File: config.mk
export PLATFORM = sky130hd
export DESIGN_NAME = mfp_io_ports
export DESIGN_NICKNAME = d
export VERILOG_FILES = /design/src/core/mfp_pkg.sv /design/src/core/mfp_port_if.sv /design/src/core/mfp_dir_port.sv /design/src/core/mfp_io_ports.sv
export SDC_FILE = /design/constraint.sdc
export NUM_CORES = 1
export LEC_CHECK = 0
export ABC_AREA = 1
export ABC_CLOCK_PERIOD_IN_PS = 1540
export BUFFER_PORTS_ARGS = -buffer_cell sky130_fd_sc_hd__buf_4
export CAP_MARGIN = 25
export CELL_PAD_IN_SITES_DETAIL_PLACEMENT = 0
export CELL_PAD_IN_SITES_GLOBAL_PLACEMENT = 1
export CORE_ASPECT_RATIO = 0.75
export CORE_MARGIN = 2
export CORE_UTILIZATION = 36
export DETAILED_ROUTE_END_ITERATION = 12
export PLACE_DENSITY_LB_ADDON = 0.1
export SKIP_CTS_REPAIR_TIMING = 1
export SLEW_MARGIN = 25
export SYNTH_ARGS = -nofsm -noshare
export SYNTH_HDL_FRONTEND = slang
export SYNTH_HIERARCHICAL = 1
export SYNTH_SLANG_ARGS = --single-unit
export TNS_END_PERCENT = 50
File: constraint.sdc
create_clock -name clk_sys -period 1.54 [get_ports clk_sys]
set_input_delay 0.077 -clock clk_sys [delete_from_list [all_inputs] [get_ports clk_sys]]
set_output_delay 0.077 -clock clk_sys [all_outputs]
set_load 0.01 [all_outputs]
File: src/core/mfp_pkg.sv
// Constants and register selects for the multi-function I/O port block
package mfp_pkg;

  localparam int unsigned MFP_DW   = 8;
  localparam int unsigned MFP_I2CW = 5;
  localparam int unsigned MFP_SELW = 4;

  // Register selects on the CPU port
  localparam logic [MFP_SELW-1:0] SEL_HC_LATCH   = 4'h0;
  localparam logic [MFP_SELW-1:0] SEL_HC_PIN     = 4'h1;
  localparam logic [MFP_SELW-1:0] SEL_SER_LATCH  = 4'h2;
  localparam logic [MFP_SELW-1:0] SEL_SER_DRIVE  = 4'h3;
  localparam logic [MFP_SELW-1:0] SEL_SER_PIN    = 4'h4;
  localparam logic [MFP_SELW-1:0] SEL_I2C_LATCH  = 4'h5;
  localparam logic [MFP_SELW-1:0] SEL_I2C_PIN    = 4'h6;
  localparam logic [MFP_SELW-1:0] SEL_WAKE_DATA  = 4'h7;
  localparam logic [MFP_SELW-1:0] SEL_WAKE_DIR   = 4'h8;
  localparam logic [MFP_SELW-1:0] SEL_WAKE_IEN   = 4'h9;
  localparam logic [MFP_SELW-1:0] SEL_WAKE_KEY   = 4'ha;
  localparam logic [MFP_SELW-1:0] SEL_ANA_DATA   = 4'hb;
  localparam logic [MFP_SELW-1:0] SEL_ANA_DIR    = 4'hc;
  localparam logic [MFP_SELW-1:0] SEL_ANA_IEN    = 4'hd;

  // Reset values
  localparam logic [MFP_DW-1:0]   HC_LATCH_RST   = 8'hff;
  localparam logic [MFP_DW-1:0]   SER_LATCH_RST  = 8'hff;
  localparam logic [MFP_DW-1:0]   SER_DRIVE_RST  = 8'h00;
  localparam logic [MFP_I2CW-1:0] I2C_LATCH_RST  = 5'h1f;
  localparam logic [MFP_DW-1:0]   DIR_RST        = 8'h00;
  localparam logic [MFP_DW-1:0]   DATA_RST       = 8'h00;
  localparam logic [MFP_DW-1:0]   IEN_RST        = 8'hff;
  localparam logic [MFP_DW-1:0]   KEY_SEL_RST    = 8'h00;
  localparam logic [MFP_DW-1:0]   RDATA_RST      = 8'h00;
  localparam logic [MFP_DW-1:0]   UPPER_ZERO     = 8'h00;

endpackage : mfp_pkg

File: src/core/mfp_port_if.sv
// Interface between the top and a direction-controlled port slice
`timescale 1ns/1ps
interface mfp_port_if #(parameter int unsigned W = 8);
  logic         wr_data_stb;
  logic         wr_dir_stb;
  logic         wr_ien_stb;
  logic [W-1:0] wr_val;
  logic [W-1:0] rd_val;
  logic [W-1:0] dir;
  logic [W-1:0] ien;
  logic [W-1:0] pin_in;
  logic [W-1:0] pin_out;
  logic [W-1:0] pin_oe;

  modport ctrl (output wr_data_stb, output wr_dir_stb, output wr_ien_stb, output wr_val,
                output pin_in, input rd_val, input dir, input ien, input pin_out, input pin_oe);
  modport port (input wr_data_stb, input wr_dir_stb, input wr_ien_stb, input wr_val,
                input pin_in, output rd_val, output dir, output ien, output pin_out, output pin_oe);
endinterface : mfp_port_if

File: src/core/mfp_dir_port.sv
// Direction and input-enable controlled port slice
`timescale 1ns/1ps
module mfp_dir_port
  import mfp_pkg::*;
#(
  parameter int unsigned W = 8
) (
  // Clock and reset
  input  wire logic clk_sys,
  input  wire logic rst,
  // Control and pin side
  mfp_port_if.port  bus
);

  logic [W-1:0] dir_ff,  nxt_dir;
  logic [W-1:0] ien_ff,  nxt_ien;
  logic [W-1:0] data_ff, nxt_data;
  logic [W-1:0] out_ff,  nxt_out;
  logic [W-1:0] oe_ff,   nxt_oe;

  // Per-bit read value: latch, pin or zero
  function automatic logic read_bit(input logic d, input logic e, input logic l, input logic p);
    read_bit = d ? l : (e ? p : 1'b0);
  endfunction : read_bit

  ////////////////////////////////////////////////////////////////////////////
  // Next state of control registers and pin drivers
  always_comb begin
    nxt_dir  = bus.wr_dir_stb  ? bus.wr_val : dir_ff;
    nxt_ien  = bus.wr_ien_stb  ? bus.wr_val : ien_ff;
    nxt_data = bus.wr_data_stb ? bus.wr_val : data_ff;
    nxt_out  = nxt_data;
    nxt_oe   = nxt_dir;
  end

  // Register update, reset forces initial state
  always_ff @(posedge clk_sys) begin
    if (rst) begin
      dir_ff  <= W'(DIR_RST);
      ien_ff  <= W'(IEN_RST);
      data_ff <= W'(DATA_RST);
      out_ff  <= W'(DATA_RST);
      oe_ff   <= W'(DIR_RST);
    end else begin
      dir_ff  <= nxt_dir;
      ien_ff  <= nxt_ien;
      data_ff <= nxt_data;
      out_ff  <= nxt_out;
      oe_ff   <= nxt_oe;
    end
  end

  ////////////////////////////////////////////////////////////////////////////
  // Read mux per bit
  genvar gi;
  generate
    for (gi = 0; gi < W; gi++) begin : g_rd
      assign bus.rd_val[gi] = read_bit(dir_ff[gi], ien_ff[gi], data_ff[gi], bus.pin_in[gi]);
    end
  endgenerate

  // Outputs to the top
  assign bus.dir     = dir_ff;
  assign bus.ien     = ien_ff;
  assign bus.pin_out = out_ff;
  assign bus.pin_oe  = oe_ff;

endmodule : mfp_dir_port

File: src/core/mfp_io_ports.sv
// Top of the multi-function I/O port block
`timescale 1ns/1ps
module mfp_io_ports
  import mfp_pkg::*;
(
  // Clock and reset
  input  wire logic                clk_sys,
  input  wire logic                rst,
  // CPU register port
  input  wire logic                cpu_wr,
  input  wire logic                cpu_rd,
  input  wire logic [MFP_SELW-1:0] cpu_sel,
  input  wire logic [MFP_DW-1:0]   cpu_wdata,
  output logic      [MFP_DW-1:0]   cpu_rdata,
  // High-current port pins
  input  wire logic [MFP_DW-1:0]   hc_pin_in,
  output logic      [MFP_DW-1:0]   hc_pin_out,
  output logic      [MFP_DW-1:0]   hc_pin_oe,
  // Serial-shared port pins
  input  wire logic [MFP_DW-1:0]   ser_pin_in,
  output logic      [MFP_DW-1:0]   ser_pin_out,
  output logic      [MFP_DW-1:0]   ser_pin_oe,
  // I2C-shared port pins
  input  wire logic [MFP_I2CW-1:0] i2c_pin_in,
  output logic      [MFP_I2CW-1:0] i2c_pin_out,
  output logic      [MFP_I2CW-1:0] i2c_pin_oe,
  // Wakeup-capable port pins and wakeup enables
  input  wire logic [MFP_DW-1:0]   wake_pin_in,
  output logic      [MFP_DW-1:0]   wake_pin_out,
  output logic      [MFP_DW-1:0]   wake_pin_oe,
  output logic      [MFP_DW-1:0]   wake_digital_en,
  output logic      [MFP_DW-1:0]   key_wakeup_select,
  // Analog-only port pins
  input  wire logic [MFP_DW-1:0]   ana_pin_in,
  output logic      [MFP_DW-1:0]   ana_pin_out,
  output logic      [MFP_DW-1:0]   ana_pin_oe,
  output logic      [MFP_DW-1:0]   ana_digital_en
);

  mfp_port_if #(.W(MFP_DW)) wake_if ();
  mfp_port_if #(.W(MFP_DW)) ana_if ();

  logic [MFP_DW-1:0]   hc_port_a_latch_ff,         nxt_hc_port_a_latch;
  logic [MFP_DW-1:0]   serial_port_latch_ff,       nxt_serial_port_latch;
  logic [MFP_DW-1:0]   serial_port_drive_select_ff, nxt_serial_port_drive_select;
  logic [MFP_I2CW-1:0] i2c_port_latch_ff,          nxt_i2c_port_latch;
  logic [MFP_DW-1:0]   key_sel_ff,                 nxt_key_sel;
  logic [MFP_DW-1:0]   hc_out_ff,                  nxt_hc_out;
  logic [MFP_DW-1:0]   hc_oe_ff,                   nxt_hc_oe;
  logic [MFP_DW-1:0]   ser_out_ff,                 nxt_ser_out;
  logic [MFP_DW-1:0]   ser_oe_ff,                  nxt_ser_oe;
  logic [MFP_I2CW-1:0] i2c_out_ff,                 nxt_i2c_out;
  logic [MFP_I2CW-1:0] i2c_oe_ff,                  nxt_i2c_oe;
  logic [MFP_DW-1:0]   rdata_ff,                   nxt_rdata;

  // Write strobe for a given register select
  function automatic logic wr_hit(input logic wr, input logic [MFP_SELW-1:0] sel,
                                  input logic [MFP_SELW-1:0] target);
    wr_hit = wr && (sel == target);
  endfunction : wr_hit

  // Drive enable: push-pull bits always drive, open-drain bits only pull low
  function automatic logic [MFP_DW-1:0] drive_en(input logic [MFP_DW-1:0] latch,
                                                 input logic [MFP_DW-1:0] push_pull);
    drive_en = push_pull | ~latch;
  endfunction : drive_en

  ////////////////////////////////////////////////////////////////////////////
  // Direction-controlled port slices
  assign wake_if.wr_data_stb = wr_hit(cpu_wr, cpu_sel, SEL_WAKE_DATA);
  assign wake_if.wr_dir_stb  = wr_hit(cpu_wr, cpu_sel, SEL_WAKE_DIR);
  assign wake_if.wr_ien_stb  = wr_hit(cpu_wr, cpu_sel, SEL_WAKE_IEN);
  assign wake_if.wr_val      = cpu_wdata;
  assign wake_if.pin_in      = wake_pin_in;

  // Analog-only port slice controls
  assign ana_if.wr_data_stb  = wr_hit(cpu_wr, cpu_sel, SEL_ANA_DATA);
  assign ana_if.wr_dir_stb   = wr_hit(cpu_wr, cpu_sel, SEL_ANA_DIR);
  assign ana_if.wr_ien_stb   = wr_hit(cpu_wr, cpu_sel, SEL_ANA_IEN);
  assign ana_if.wr_val       = cpu_wdata;
  assign ana_if.pin_in       = ana_pin_in;

  mfp_dir_port #(.W(MFP_DW)) u_wake (
    .clk_sys (clk_sys),
    .rst     (rst),
    .bus     (wake_if.port)
  );

  mfp_dir_port #(.W(MFP_DW)) u_ana (
    .clk_sys (clk_sys),
    .rst     (rst),
    .bus     (ana_if.port)
  );

  ////////////////////////////////////////////////////////////////////////////
  // High-current port: next latch and sink-only driver
  always_comb begin
    nxt_hc_port_a_latch = wr_hit(cpu_wr, cpu_sel, SEL_HC_LATCH) ? cpu_wdata : hc_port_a_latch_ff;
    nxt_hc_out          = nxt_hc_port_a_latch;
    nxt_hc_oe           = ~nxt_hc_port_a_latch;
  end

  // High-current port registers, reset loads all ones
  always_ff @(posedge clk_sys) begin
    if (rst) begin
      hc_port_a_latch_ff <= HC_LATCH_RST;
      hc_out_ff          <= HC_LATCH_RST;
      hc_oe_ff           <= ~HC_LATCH_RST;
    end else begin
      hc_port_a_latch_ff <= nxt_hc_port_a_latch;
      hc_out_ff          <= nxt_hc_out;
      hc_oe_ff           <= nxt_hc_oe;
    end
  end

  ////////////////////////////////////////////////////////////////////////////
  // Serial port: next latch, drive select and driver
  always_comb begin
    nxt_serial_port_latch        = wr_hit(cpu_wr, cpu_sel, SEL_SER_LATCH) ? cpu_wdata : serial_port_latch_ff;
    nxt_serial_port_drive_select = wr_hit(cpu_wr, cpu_sel, SEL_SER_DRIVE) ? cpu_wdata
                                                                          : serial_port_drive_select_ff;
    nxt_ser_out                  = nxt_serial_port_latch;
    nxt_ser_oe                   = drive_en(nxt_serial_port_latch, nxt_serial_port_drive_select);
  end

  // Serial port registers, reset selects open drain
  always_ff @(posedge clk_sys) begin
    if (rst) begin
      serial_port_latch_ff        <= SER_LATCH_RST;
      serial_port_drive_select_ff <= SER_DRIVE_RST;
      ser_out_ff                  <= SER_LATCH_RST;
      ser_oe_ff                   <= drive_en(SER_LATCH_RST, SER_DRIVE_RST);
    end else begin
      serial_port_latch_ff        <= nxt_serial_port_latch;
      serial_port_drive_select_ff <= nxt_serial_port_drive_select;
      ser_out_ff                  <= nxt_ser_out;
      ser_oe_ff                   <= nxt_ser_oe;
    end
  end

  ////////////////////////////////////////////////////////////////////////////
  // I2C port: next latch and sink-only driver
  always_comb begin
    nxt_i2c_port_latch = wr_hit(cpu_wr, cpu_sel, SEL_I2C_LATCH) ? cpu_wdata[MFP_I2CW-1:0] : i2c_port_latch_ff;
    nxt_i2c_out        = nxt_i2c_port_latch;
    nxt_i2c_oe         = ~nxt_i2c_port_latch;
  end

  // I2C port registers, reset loads all ones
  always_ff @(posedge clk_sys) begin
    if (rst) begin
      i2c_port_latch_ff <= I2C_LATCH_RST;
      i2c_out_ff        <= I2C_LATCH_RST;
      i2c_oe_ff         <= ~I2C_LATCH_RST;
    end else begin
      i2c_port_latch_ff <= nxt_i2c_port_latch;
      i2c_out_ff        <= nxt_i2c_out;
      i2c_oe_ff         <= nxt_i2c_oe;
    end
  end

  ////////////////////////////////////////////////////////////////////////////
  // Key wakeup select: plain register, no gating by direction
  always_comb begin
    nxt_key_sel = wr_hit(cpu_wr, cpu_sel, SEL_WAKE_KEY) ? cpu_wdata : key_sel_ff;
  end

  // Key wakeup select update, reset clears every select
  always_ff @(posedge clk_sys) begin
    if (rst) begin
      key_sel_ff <= KEY_SEL_RST;
    end else begin
      key_sel_ff <= nxt_key_sel;
    end
  end

  ////////////////////////////////////////////////////////////////////////////
  // Read data sampled in the read strobe cycle
  always_comb begin
    nxt_rdata = rdata_ff;
    if (cpu_rd) begin
      case (cpu_sel)
        SEL_HC_LATCH:  nxt_rdata = hc_port_a_latch_ff;
        SEL_HC_PIN:    nxt_rdata = hc_pin_in;
        SEL_SER_LATCH: nxt_rdata = serial_port_latch_ff;
        SEL_SER_DRIVE: nxt_rdata = serial_port_drive_select_ff;
        SEL_SER_PIN:   nxt_rdata = ser_pin_in;
        SEL_I2C_LATCH: nxt_rdata = {UPPER_ZERO[MFP_DW-1:MFP_I2CW], i2c_port_latch_ff};
        SEL_I2C_PIN:   nxt_rdata = {UPPER_ZERO[MFP_DW-1:MFP_I2CW], i2c_pin_in};
        SEL_WAKE_DATA: nxt_rdata = wake_if.rd_val;
        SEL_WAKE_DIR:  nxt_rdata = wake_if.dir;
        SEL_WAKE_IEN:  nxt_rdata = wake_if.ien;
        SEL_WAKE_KEY:  nxt_rdata = key_sel_ff;
        SEL_ANA_DATA:  nxt_rdata = ana_if.rd_val;
        SEL_ANA_DIR:   nxt_rdata = ana_if.dir;
        SEL_ANA_IEN:   nxt_rdata = ana_if.ien;
        default:       nxt_rdata = RDATA_RST;
      endcase
    end
  end

  // Read data register, holds until the next read
  always_ff @(posedge clk_sys) begin
    if (rst) begin
      rdata_ff <= RDATA_RST;
    end else begin
      rdata_ff <= nxt_rdata;
    end
  end

  ////////////////////////////////////////////////////////////////////////////
  // Outputs, all from flip-flops
  assign cpu_rdata         = rdata_ff;

  // Fixed-function port pins
  assign hc_pin_out        = hc_out_ff;
  assign hc_pin_oe         = hc_oe_ff;
  assign ser_pin_out       = ser_out_ff;
  assign ser_pin_oe        = ser_oe_ff;
  assign i2c_pin_out       = i2c_out_ff;
  assign i2c_pin_oe        = i2c_oe_ff;

  // Direction-controlled port pins and enables
  assign wake_pin_out      = wake_if.pin_out;
  assign wake_pin_oe       = wake_if.pin_oe;
  assign wake_digital_en   = wake_if.ien;
  assign key_wakeup_select = key_sel_ff;
  assign ana_pin_out       = ana_if.pin_out;
  assign ana_pin_oe        = ana_if.pin_oe;
  assign ana_digital_en    = ana_if.ien;

endmodule : mfp_io_ports

==> summary.txt <==
Clk pwr share - 52.2%
Core Footprint - 0.0145 mm2
n_diodes - 0
HPWL after detailed placement - 14500 um
yosys warns - 6
Pleak - 0.00380 uW
slew margin rel. - 57.1%
Synth top area share - 42.3%
Netlist Area Pre-Place - 0.00539 mm2
Worst Path Max Fanout - 5
hold_ws - 15.2 ps
Layout Nets - 1040
share of cells above drive strength 1 - 24.3%
post-synthesis cell count - 822
crit path cell chain - o21ai_0, nand2_1, nand2_1, nor2_1, nand2_1, o21ai_1, a21oi_1
Routed Antenna Nets - 0
Sw Share - 25.0%
total track usage - 25.0%
Clock Pin Slew Worst Setup and Hold Paths - 60 ps
pin count of the biggest net entering global routing - 29
Vias/cell - 4.82
DR WL/cell - 16.3 um
DRT iter0 DRCs - 556
Die H - 110 um
#FFs+latches synth - 114
post-synth net total - 875
largest cells by area after synthesis - dfxtp_1 42%, nand2_1 22%, nand3_1 9.0%
Least-Margin Pin Slew - 641 ps
max incr delay on CP - 440 ps
Root Buffer - clkbuf_16
First-pass DRT Iterations - 8
switching pwr - 2040 uW
gpl congestion - 0.897
Slowest-stage cell, CP - dfxtp_1
post-synthesis sequential area ratio - 42.3%
cell mode on critical path - nand2_1
Total Die Area - 0.0160 mm2
Die W - 145 um
setup TNS - 0 ps
unique cell type count in the Yosys netlist - 20
worst path required time - 1840 ps
Worst Setup End Kind - register
Clock Skews - 9.61 ps
Crit path arrival time - 1650 ps
CTS tree - done
commonest non-fill, non-tap cell in the layout - nand2_1
number of global-route vias before repair - 5406
register share of total power - 38.0%
Tmin final - 1350 ps
Comb pwr share - 9.8%
CTS max path bufs - 2
hold crit path type - input port to register
first-pass GRT wire length - 30100 um
unrepaired setup endpoints after global routing - no
Sink Count - 114
max cap viols - 0
Final Hold Vio Count - 0
Routed Wire Length - 19600 um
Port Buffer Count - 158
Max Fclk - 0.743 GHz
WS Path Type - register to register
final number of setup-violating endpoints - 0
leading area contributor after synthesis - dfxtp_1
drt drc - 0
Pint - 6120 uW
PwrDens - 1110 mW/mm2
Post-Syn Area per Cell - 6.56 um2
Ports - 159
total gr overflow - 0
crit share post-route - 87.4%
CTS H-tree depth - 4
Core Rows - 38
Syn-to-layout area delta - 36.8%
via count - 5779
Initial Util - 37.0%
TritonCTS buffer count - 17
clk_lat worst skew - 420 ps
fin. max-slew vios - 0
antenna violations before repair - 0
critical path startpoint category - register
worst vdd ir - 0.731 mV
run status - finished clean
most frequent cells in the layout - 309 x nand2_1, 186 x buf_4, 114 x dfxtp_1, 106 x nor2_1, 97 x nand3_1
-- registers in the layout, indices dropped and copies added (netlist names) --
register / flops
u_ana/bus.ien: 8
i2c_pin_oe: 5
ser_pin_oe: 8
hc_pin_oe: 8
u_wake/bus.ien: 8
u_ana/bus.pin_oe: 8
cpu_rdata: 8
key_wakeup_select: 8
serial_port_drive_select_ff: 8
hc_pin_out: 8
u_wake/bus.pin_oe: 8
u_ana/bus.pin_out: 8
ser_pin_out: 8
i2c_pin_out: 5
u_wake/bus.pin_out: 8
-- cells by family (layout without fill, tap and decap cells) --
group,count (synthesis),count (layout),synth area share [%]
buffers and inverters,112,290,11.4
DFF,114,114,42.3
AOI/OAI and AO/OA,58,58,5.39
and+or+nand+nor,538,538,40.9
-- path summary, 6_finish.rpt --
path | from | endpoint | slack [ps] | cells after the start
worst min register to register | cpu_rdata[0] | cpu_rdata[0] | 490 | 2
worst max register to register | u_ana/bus.pin_oe[1] | cpu_rdata[1] | 190 | 7
worst max-delay path | u_ana/bus.pin_oe[1] | cpu_rdata[1] | 190 | 7
worst min-delay path | cpu_wdata[2] | u_ana/bus.ien[2] | 20 | 3
-- per-layer routing --
layer	GRT usage, %	vias to the layer above	routed length [um]
li1	-	2875	-
met1	36.0	2631	9470
met2	37.0	249	8150
met3	5.89	24	1650
met4	7.91	0	299
met5	0	-	0
-- per-stage QoR --
| step | worst slack [ps] | instance area, um2 | cells | total power, uW | util [%] |
|---|---|---|---|---|---|
| CTS | 186 | 7340 | 1197 | 8200 | 50.4 |
| floorplan | 449 | 5390 | 822 | 3540 | - |
| finish | 194 | 7370 | 1200 | 8160 | 50.7 |
| global route | 42.1 | 7370 | 1200 | 8440 | 50.7 |
| global placement | 45.2 | 6700 | 1165 | 3940 | 46.0 |
| detailed placement | 30.8 | 6700 | 1165 | 3950 | 46.0 |
-- area by class of cell --
cell class / count / area [um2]
clock inverter: 14 / 203
fill: 1536 / 7180
timing repair buffer: 190 / 1450
sequential: 114 / 2280
inverter: 68 / 255
clock buffer: 18 / 439
tap: 200 / 250
multi-input combinational: 596 / 2490
-- cell usage after synthesis --
cell      number
buf_4         18
inv_2          5
dfxtp_1      114
buf_6         10
clkinv_1       3
nand2_4        1
nor2_2         7
inv_1         60
o21ai_1        8
clkbuf_1       8
nor3_1         6
o21ai_0       33
nand3_1       97
a21oi_1       17
nor2_1       106
buf_2          4
buf_8          4
nand2_1      309
or2_1          1
nand2_2       11
-- critical path, delay by kind of cell, from the launching register on --
| kind | cells | cell delay (ps) |
|---|---|---|
| DFF | 1 | 440 |
| and+or+nand+nor | 4 | 410 |
| AOI/OAI and AO/OA | 3 | 360 |
-- power groups by stage --
stage	clock (uW)	sequential [uW]	combinational, uW
2_1_floorplan	0	3170	370
3_3_place_gp	0	3160	781
3_5_place_dp	0	3160	789
4_1_cts	4310	3100	792
5_1_grt	4450	3110	880
6_report	4260	3100	799
(Power assumes the default switching activity.)
